`src/rfq_params.svh`:
```
// Offsets, field positions, reset values and timing of the ring qualifier
`ifndef RFQ_PARAMS_SVH
`define RFQ_PARAMS_SVH

`define RFQ_CLK_PERIOD_NS 40
`define RFQ_TICK_NS       2000000
`define RFQ_TICK_CYCLES   (`RFQ_TICK_NS / `RFQ_CLK_PERIOD_NS)
`define RFQ_TICK_MS       2
`define RFQ_DLY_A_MS      256
`define RFQ_DLY_B_MS      512
`define RFQ_DLY_C_MS      1792
`define RFQ_DLY_A_TICKS   (`RFQ_DLY_A_MS / `RFQ_TICK_MS)
`define RFQ_DLY_B_TICKS   (`RFQ_DLY_B_MS / `RFQ_TICK_MS)
`define RFQ_DLY_C_TICKS   (`RFQ_DLY_C_MS / `RFQ_TICK_MS)

`define RFQ_IDX_CTRL1     10'h016
`define RFQ_IDX_CTRL2     10'h017
`define RFQ_ADDR_CTRL1    {`RFQ_IDX_CTRL1, 2'h0}
`define RFQ_ADDR_CTRL2    {`RFQ_IDX_CTRL2, 2'h0}
`define RFQ_ADDR_START    12'h100
`define RFQ_ADDR_STATUS   12'h104
`define RFQ_ADDR_MASK     12'h108
`define RFQ_ADDR_TIMER    12'h10C

`define RFQ_CTRL1_RST     8'h96
`define RFQ_CTRL2_RST     8'h2D
`define RFQ_START_RST     6'h19
`define RFQ_STATUS_RST    3'h0
`define RFQ_MASK_RST      3'h0

`define RFQ_DLY_HI_BIT    7
`define RFQ_DLY_LO_MSB    7
`define RFQ_DLY_LO_LSB    6
`define RFQ_LIMIT_MSB     5

`define RFQ_ST_QUAL       0
`define RFQ_ST_FAST       1
`define RFQ_ST_VALID      2

`define RFQ_RESP_OKAY     2'h0
`define RFQ_RESP_SLVERR   2'h2

`endif

```
`src/rfq_pkg.sv`:
```
// Types shared by the ring qualifier modules
package rfq_pkg;

  typedef enum logic [3:0] {
    RFQ_IDLE  = 4'h1,
    RFQ_ARMED = 4'h2,
    RFQ_DELAY = 4'h4,
    RFQ_VALID = 4'h8
  } rfq_state_type;

  typedef struct packed {
    logic          ring_s1;
    logic          ring_s2;
    logic          ring_prev;
    rfq_state_type state;
    logic [5:0]    timer;
    logic [7:0]    ctrl1;
    logic          ctrl2_hi;
    logic [5:0]    start;
    logic [2:0]    status;
    logic [2:0]    mask;
    logic          valid_out;
    logic          irq;
    logic          dly_start;
    logic          dly_cancel;
    logic          awready;
    logic          wready;
    logic          aw_have;
    logic          w_have;
    logic [11:0]   awaddr;
    logic [7:0]    wdata;
    logic          wstrb0;
    logic          bvalid;
    logic [1:0]    bresp;
    logic          arready;
    logic          rvalid;
    logic [31:0]   rdata;
    logic [1:0]    rresp;
  } rfq_main_type;

  typedef struct packed {
    logic [31:0] cnt;
    logic        tick;
  } rfq_tick_type;

  typedef struct packed {
    logic [9:0] cnt;
    logic       busy;
    logic       done;
  } rfq_dly_type;

endpackage

```
`src/rfq_tick.sv`:
```
// Prescaler giving a one-cycle pulse every qualification step
`timescale 1ns/10ps
module rfq_tick #(
  parameter int unsigned TICK_CYCLES = 50000
) (
  // Clock and reset
  input  wire logic clk,
  input  wire logic rst_n,
  // Step pulse
  output logic      tick
);
  import rfq_pkg::*;

  rfq_tick_type q;
  rfq_tick_type n;

  always_comb begin
    n = q;
    n.tick = 1'b0;
    if (q.cnt >= TICK_CYCLES - 1) begin
      n.cnt  = 32'h0;
      n.tick = 1'b1;
    end else begin
      n.cnt = q.cnt + 32'h1;
    end
  end

  always_ff @(posedge clk or negedge rst_n) begin
    if (!rst_n) begin
      q <= '0;
    end else begin
      q <= n;
    end
  end

  assign tick = q.tick;
endmodule

```
`src/rfq_delay.sv`:
```
// Delay between ring validation and valid-ring indication
`timescale 1ns/10ps
`include "rfq_params.svh"
module rfq_delay (
  // Clock and reset
  input  wire logic       clk,
  input  wire logic       rst_n,
  // Control
  input  wire logic       tick,
  input  wire logic       start,
  input  wire logic       cancel,
  input  wire logic [2:0] code,
  // Expiry pulse
  output logic            done
);
  import rfq_pkg::*;

  rfq_dly_type q;
  rfq_dly_type n;
  logic [9:0]  load;

  always_comb begin
    case (code)
      3'h1:    load = 10'(`RFQ_DLY_A_TICKS);
      3'h2:    load = 10'(`RFQ_DLY_B_TICKS);
      3'h7:    load = 10'(`RFQ_DLY_C_TICKS);
      default: load = 10'h000;
    endcase
  end

  always_comb begin
    n = q;
    n.done = 1'b0;
    if (cancel) begin
      n.busy = 1'b0;
      n.cnt  = 10'h000;
    end else if (start) begin
      n.busy = 1'b1;
      n.cnt  = load;
    end else if (q.busy) begin
      if (q.cnt == 10'h000) begin
        n.busy = 1'b0;
        n.done = 1'b1;
      end else if (tick) begin
        n.cnt = q.cnt - 10'h001;
      end
    end
  end

  always_ff @(posedge clk or negedge rst_n) begin
    if (!rst_n) begin
      q <= '0;
    end else begin
      q <= n;
    end
  end

  assign done = q.done;
endmodule

```
`src/rfq_top.sv`:
```
// Ring frequency qualifier with AXI4-Lite registers
//
// The AXI4-Lite register port was decided locally.
`timescale 1ns/10ps
`include "rfq_params.svh"
module rfq_top #(
  parameter int unsigned TICK_CYCLES = `RFQ_TICK_CYCLES
) (
  // Clock and reset
  input  wire logic        CLOCK,
  input  wire logic        RST_N,
  // Line event and ring indication
  input  wire logic        RING_EVENT,
  output logic             RING_VALID,
  output logic             IRQ,
  // AXI4-Lite write address
  input  wire logic [11:0] AWADDR,
  input  wire logic [2:0]  AWPROT,
  input  wire logic        AWVALID,
  output logic             AWREADY,
  // AXI4-Lite write data
  input  wire logic [31:0] WDATA,
  input  wire logic [3:0]  WSTRB,
  input  wire logic        WVALID,
  output logic             WREADY,
  // AXI4-Lite write response
  output logic [1:0]       BRESP,
  output logic             BVALID,
  input  wire logic        BREADY,
  // AXI4-Lite read address
  input  wire logic [11:0] ARADDR,
  input  wire logic [2:0]  ARPROT,
  input  wire logic        ARVALID,
  output logic             ARREADY,
  // AXI4-Lite read data
  output logic [31:0]      RDATA,
  output logic [1:0]       RRESP,
  output logic             RVALID,
  input  wire logic        RREADY
);
  import rfq_pkg::*;

  rfq_main_type q;
  rfq_main_type n;
  logic         tick;
  logic         dly_done;
  logic [2:0]   dly_code;
  logic         ev;
  logic [5:0]   limit;
  logic         too_fast;
  logic [2:0]   set;
  logic [2:0]   clr;
  logic         do_write;
  logic         wr_ok;

  rfq_tick #(
    .TICK_CYCLES (TICK_CYCLES)
  ) rfq_tick_inst (
    .clk   (CLOCK),
    .rst_n (RST_N),
    .tick  (tick)
  );

  assign dly_code = {q.ctrl2_hi,
                     q.ctrl1[`RFQ_DLY_LO_MSB:`RFQ_DLY_LO_LSB]};

  rfq_delay rfq_delay_inst (
    .clk    (CLOCK),
    .rst_n  (RST_N),
    .tick   (tick),
    .start  (q.dly_start),
    .cancel (q.dly_cancel),
    .code   (dly_code),
    .done   (dly_done)
  );

  // Rising edge of the synchronised line event
  assign ev       = q.ring_s2 & ~q.ring_prev;
  assign limit    = q.ctrl1[`RFQ_LIMIT_MSB:0];
  assign too_fast = q.timer > limit;
  assign do_write = q.aw_have & q.w_have & ~q.bvalid;

  always_comb begin
    wr_ok = 1'b1;
    case (q.awaddr)
      `RFQ_ADDR_CTRL1:  wr_ok = 1'b1;
      `RFQ_ADDR_CTRL2:  wr_ok = 1'b1;
      `RFQ_ADDR_START:  wr_ok = 1'b1;
      `RFQ_ADDR_STATUS: wr_ok = 1'b1;
      `RFQ_ADDR_MASK:   wr_ok = 1'b1;
      `RFQ_ADDR_TIMER:  wr_ok = 1'b1;
      default:          wr_ok = 1'b0;
    endcase
  end

  always_comb begin
    n = q;
    set = 3'h0;
    clr = 3'h0;
    n.ring_s1    = RING_EVENT;
    n.ring_s2    = q.ring_s1;
    n.ring_prev  = q.ring_s2;
    n.dly_start  = 1'b0;
    n.dly_cancel = 1'b0;

    // Interval timer runs down and holds at zero
    if (tick && q.timer != 6'h00) begin
      n.timer = q.timer - 6'h01;
    end

    if (ev) begin
      n.timer = q.start;
      case (q.state)
        RFQ_IDLE: begin
          n.state = RFQ_ARMED;
        end
        RFQ_ARMED: begin
          if (too_fast) begin
            set[`RFQ_ST_FAST] = 1'b1;
          end else begin
            n.state     = RFQ_DELAY;
            n.dly_start = 1'b1;
            set[`RFQ_ST_QUAL] = 1'b1;
          end
        end
        RFQ_DELAY, RFQ_VALID: begin
          if (too_fast) begin
            n.state      = RFQ_ARMED;
            n.valid_out  = 1'b0;
            n.dly_cancel = 1'b1;
            set[`RFQ_ST_FAST] = 1'b1;
          end else if (q.state == RFQ_DELAY && dly_done) begin
            // Expiry pulse lasts one cycle: keep it when an event that is not too fast comes with it
            n.state     = RFQ_VALID;
            n.valid_out = 1'b1;
            set[`RFQ_ST_VALID] = 1'b1;
          end
        end
        default: begin
          n.state = RFQ_IDLE;
        end
      endcase
    end else if (q.state != RFQ_IDLE && q.timer == 6'h00) begin
      // No further event before the timer ran out: ring is over
      n.state      = RFQ_IDLE;
      n.valid_out  = 1'b0;
      n.dly_cancel = 1'b1;
    end else if (q.state == RFQ_DELAY && dly_done) begin
      n.state     = RFQ_VALID;
      n.valid_out = 1'b1;
      set[`RFQ_ST_VALID] = 1'b1;
    end

    // Write channel: address and data taken in either order
    if (AWVALID && q.awready) begin
      n.aw_have = 1'b1;
      n.awaddr  = AWADDR;
      n.awready = 1'b0;
    end
    if (WVALID && q.wready) begin
      n.w_have = 1'b1;
      n.wdata  = WDATA[7:0];
      n.wstrb0 = WSTRB[0];
      n.wready = 1'b0;
    end
    if (do_write) begin
      n.aw_have = 1'b0;
      n.w_have  = 1'b0;
      n.bvalid  = 1'b1;
      n.bresp   = wr_ok ? `RFQ_RESP_OKAY : `RFQ_RESP_SLVERR;
      if (q.wstrb0) begin
        case (q.awaddr)
          `RFQ_ADDR_CTRL1: begin
            n.ctrl1 = q.wdata;
          end
          `RFQ_ADDR_CTRL2: begin
            n.ctrl2_hi = q.wdata[`RFQ_DLY_HI_BIT];
          end
          `RFQ_ADDR_START: begin
            n.start = q.wdata[5:0];
          end
          `RFQ_ADDR_STATUS: begin
            clr = q.wdata[2:0];
          end
          `RFQ_ADDR_MASK: begin
            n.mask = q.wdata[2:0];
          end
          default: begin
            n.bresp = n.bresp;
          end
        endcase
      end
    end
    if (q.bvalid && BREADY) begin
      n.bvalid  = 1'b0;
      n.awready = 1'b1;
      n.wready  = 1'b1;
    end

    // Read channel
    if (ARVALID && q.arready) begin
      n.arready = 1'b0;
      n.rvalid  = 1'b1;
      n.rresp   = `RFQ_RESP_OKAY;
      case (ARADDR)
        `RFQ_ADDR_CTRL1: begin
          n.rdata = {24'h000000, q.ctrl1};
        end
        `RFQ_ADDR_CTRL2: begin
          n.rdata = {24'h000000, q.ctrl2_hi, 7'h00};
        end
        `RFQ_ADDR_START: begin
          n.rdata = {26'h0000000, q.start};
        end
        `RFQ_ADDR_STATUS: begin
          n.rdata = {29'h00000000, q.status};
        end
        `RFQ_ADDR_MASK: begin
          n.rdata = {29'h00000000, q.mask};
        end
        `RFQ_ADDR_TIMER: begin
          n.rdata = {20'h00000, q.state, 2'h0, q.timer};
        end
        default: begin
          n.rdata = 32'h00000000;
          n.rresp = `RFQ_RESP_SLVERR;
        end
      endcase
    end
    if (q.rvalid && RREADY) begin
      n.rvalid  = 1'b0;
      n.arready = 1'b1;
    end

    // Sticky events: a new event beats a clear in the same cycle
    n.status = (q.status & ~clr) | set;
    n.irq    = |(n.status & n.mask);
  end

  always_ff @(posedge CLOCK or negedge RST_N) begin
    if (!RST_N) begin
      q          <= '0;
      q.state    <= RFQ_IDLE;
      q.ctrl1    <= `RFQ_CTRL1_RST;
      q.ctrl2_hi <= 1'(`RFQ_CTRL2_RST >> `RFQ_DLY_HI_BIT);
      q.start    <= `RFQ_START_RST;
      q.status   <= `RFQ_STATUS_RST;
      q.mask     <= `RFQ_MASK_RST;
      q.awready  <= 1'b1;
      q.wready   <= 1'b1;
      q.arready  <= 1'b1;
    end else begin
      q <= n;
    end
  end

  assign RING_VALID = q.valid_out;
  assign IRQ        = q.irq;
  assign AWREADY    = q.awready;
  assign WREADY     = q.wready;
  assign BVALID     = q.bvalid;
  assign BRESP      = q.bresp;
  assign ARREADY    = q.arready;
  assign RVALID     = q.rvalid;
  assign RDATA      = q.rdata;
  assign RRESP      = q.rresp;
endmodule

```
`config.mk`:
```
export PLATFORM = sky130hd
export DESIGN_NAME = rfq_top
export DESIGN_NICKNAME = d
export VERILOG_FILES = /design/src/rfq_pkg.sv /design/src/rfq_tick.sv /design/src/rfq_delay.sv /design/src/rfq_top.sv
export VERILOG_INCLUDE_DIRS = /design/src
export SDC_FILE = /design/constraint.sdc
export NUM_CORES = 1
export LEC_CHECK = 0
export BUFFER_PORTS_ARGS = -buffer_cell sky130_fd_sc_hd__buf_4
export CAP_MARGIN = 20
export CORE_MARGIN = 5
export CORE_UTILIZATION = 50
export CTS_CLUSTER_DIAMETER = 150
export DETAILED_ROUTE_END_ITERATION = 6
export PLACE_DENSITY = 0.77
export SYNTH_ARGS = -nofsm -noshare
export SYNTH_HDL_FRONTEND = slang
export SYNTH_SLANG_ARGS = --single-unit
```
`constraint.sdc`:
```
create_clock -name CLOCK -period 2 [get_ports CLOCK]
set_input_delay 0.1 -clock CLOCK [delete_from_list [all_inputs] [get_ports CLOCK]]
set_output_delay 0.1 -clock CLOCK [all_outputs]
set_load 0.02 [all_outputs]
```
==> results.cfg <==
[layout]
layout.cells.non_filler = 815
n_fill_cell = 790
area_growth_syn_to_layout_pct = 31.83
finish.net_count = 743
drive_above_1_share_pct = 30.51
diodes = 0

[placement]
portBuffers = 61
place.gp.congestion = 0.8766
dp.cells = 746
detailed_place_hpwl_um = 8717

[global_route]
antenna_found_initial = 0
grt_start_max_net_pins = 44
gr-usage-all-layers_pct = 19.97
grt_pass1_vias = 4705
gr-total-overflow = 0
grt_pass1_wl_um = 22640

[floorplan]
die_x_um = 117.6
die-area_sq_um = 13830
num_ports = 117
std_cell_rows = 39
core_sq_um = 11370
start_util_pct = 50.90
die_height_um = 117.6

[sta]
final_hold_violation_count = 0
timing_worst_slew_pin_value_ns = 0.6830
fin_worst_skew_ns = 0.007878
maxSlewHeadroom_pct = 54.05
timing.final.ws_setup_ns = -0.2580
count_of_pins_over_their_slew_limit = 0
timing.final.setup_violations = 6
post-route-period-util_pct = 112.9
finalWorstPathRequiredPeriod_ns = 2.258
fmax_mhz = 442.9
setup_total_negative_slack_ns = -0.7115
rsz_0062_raised_after_global_routing = true

[worst_setup_path]
cp_slowest_cell = dfstp_2
critPathArrivalTime_ns = 2.54
critPathMaxStageDelay_ns = 0.55
worstPathBufferInverterCount = 2
path_max_fanout = 2
cp_cell_sequence = inv_2, ha_4, nand4_1, o21bai_4, a311oi_4, o2bb2ai_2, a222oi_1, inv_1
critPathTopFamily = compound AO/OA/AOI/OAI gates
critPathCaptureType = register
critPathRequiredTime_ns = 2.29
crit_path_start_kind = register
regToRegSetupSlack_ns = -0.26
critPathKind = reg2reg

[synthesis]
post-synth-top-area-fraction_pct = 49.30
synth-seq-cells = 125
ys_dominant_reg_cell = dfrtp_1
netlist.top_cell.by_area = dfrtp_1
yosysMostFrequentCell = dfrtp_1
synth.top_cells.by_area = dfrtp_1, mux2_2, dfstp_2
synth.yosys.seq_area_share_pct = 54.29
syn-instance-count = 527
synth_enable_flop_cells = 0
mappedNetlistArea_sq_um = 5787
synth_cell_type_count = 59
yosysWarnings = 0
synthesis.area_per_instance_sq_um = 10.98
synth_common_cells = dfrtp_1, nor2_1, nand2_1, buf_4, mux2_2
postSynth.asyncResetShare_pct = 100.0

[drt]
routed_wl_um = 13580
detailroute.via_count = 4395
wl_per_cell_um = 16.66
drt.antenna.violating_nets = 0
drc = 0
via_per_inst = 5.393
drt_iter0_drc = 236
first_pass_iters = 4

[power_and_ir_drop]
combPwrFrac_pct = 24.9
p_switching_mw = 2.535
power_density_nw_per_um2 = 1128
clkPwrFrac_pct = 36.1
sw_frac_of_total_pct = 29.46
ir_worst_vdd_mv = 0.7480
leakagePower_nw = 3.489
internal_power_mw = 6.069
seq_power_share_pct = 39.1

[status]
failed_checks = setup timing
outcome = finished with violations

[flow_run]
cap_violations = 0

[clock_tree]
clock_tree_from_tritoncts = yes
clock_tree.buffer_depth = 2
clock_tree.root_cell = clkbuf_16
tritoncts.num_buffers = 17
cts.htree.levels = 4
clk_pin_slew_worst_paths_ns = 0.05
insertion_delay_ns = 0.41
num_clock_sinks = 125

[worst_hold_path]
worst_hold_path_type = in2reg
[repair_timing]
action	in CTS	in global routing
pin swaps	15	11
setup endpoints to repair	12	16
hold buffers	30	0
hold endpoints to repair	68	0
buffers inserted	6	1
resized for setup	25	10
[cell families after synthesis]
logic type | after synthesis | share of synthesized area [%]
simple gates | 181 | 15.72
flops | 125 | 54.29
compound gates | 72 | 8.779
buf+inv | 69 | 6.876
mux | 43 | 8.173
xor+xnor | 26 | 3.935
fa+ha+maj | 10 | 2.162
other cells | 1 | 0.06480
[cell type report]
cell class	instances	area (sq um)	area share, %
Clock buffer	25	485.5	6.364
Clock inverter	7	112.6	1.476
Inverter	21	78.83	1.033
Multi-Input combinational cell	370	2595	34.02
Sequential cell	125	3143	41.20
Tap cell	143	178.9	2.345
Timing Repair Buffer	124	1035	13.56
[worst paths after layout]
check,start,endpoint,cells after the start
setup / recovery,limit[2]$_DFFE_PN1P_,IRQ$_DFF_PN0_,8
setup reg to reg,limit[2]$_DFFE_PN1P_,IRQ$_DFF_PN0_,8
min in group asynchronous,RST_N,q[61]$_DFFE_PN0P_,2
max in group asynchronous,RST_N,limit[1]$_DFFE_PN1P_,3
hold / removal,ARADDR[8],RDATA[7]$_DFFE_PN0P_,3
hold reg to reg,n[100]$_DFF_PN0_,n[99]$_DFF_PN0_,0
[stage by stage]
stage          hold slack (ns)  total power, mW  area (sq um)  setup slack [ns]  utilization, %
3_3_place_gp            0.1370            4.966          6481          -0.05732           57.00
3_5_place_dp            0.1445            5.068          6481          -0.09540           57.00
6_report                0.1018            8.604          7629           -0.2580           67.10
5_1_grt                 0.1356            8.989          7629           -0.2813           67.10
4_1_cts                0.08903            8.478          7556          -0.06776           66.46
2_1_floorplan          -0.1956            4.441          5943          -0.07449               -
[metal layers]
layer  track usage, %  share of wire, %  wire [um]  vias up
met5                0                 0          0        -
met4            6.953               2.3        316        0
met3            5.863               6.1        828       30
met2            34.72                52       7012      156
met1            23.52                40       5419     2163
li1                 -                 -          -     2046
[placed cells by master, fill, tap and decap left out, drive strengths merged, types with 12 or more instances in the layout]
master,instances
a21oi,12
buf,94
clkbuf,25
conb,38
dfrtp,114
dlygate4sd3,30
inv,21
mux2,34
nand2,49
nand3,20
nor2,51
nor3,17
nor4,13
o21ai,21
xor2,15
[worst reg2reg max path: cells and delay by family (launching register included)]
kind / cells / cell delay [ns]
and+or+nand+nor: 1 / 0.21
DFF: 1 / 0.55
AOI/OAI and AO/OA: 4 / 0.97
adders and majority gates: 1 / 0.25
buffers and inverters: 2 / 0.14
[power by group through the flow]
stage / registers, mW / clock network (mW) / logic (mW)
after floorplan: 3.31 / 0 / 1.13
after global placement: 3.32 / 0 / 1.65
after detailed placement: 3.35 / 0 / 1.72
after CTS: 3.34 / 3.13 / 2.01
after global routing: 3.42 / 3.25 / 2.32
final: 3.36 / 3.10 / 2.14
[registers in the layout, summed over array words and instances (netlist names)]
name,cells
q,48
rfq_tick_inst.q,32
RDATA,12
rfq_delay_inst.q,11
limit,6
dly_code,3
n,2
ARREADY,1
AWREADY,1
BRESP,1
BVALID,1
IRQ,1
RING_VALID,1
RRESP,1
RVALID,1
WREADY,1
rfq_delay_inst.done,1
rfq_tick_inst.tick,1
(Power assumes the default switching activity.)
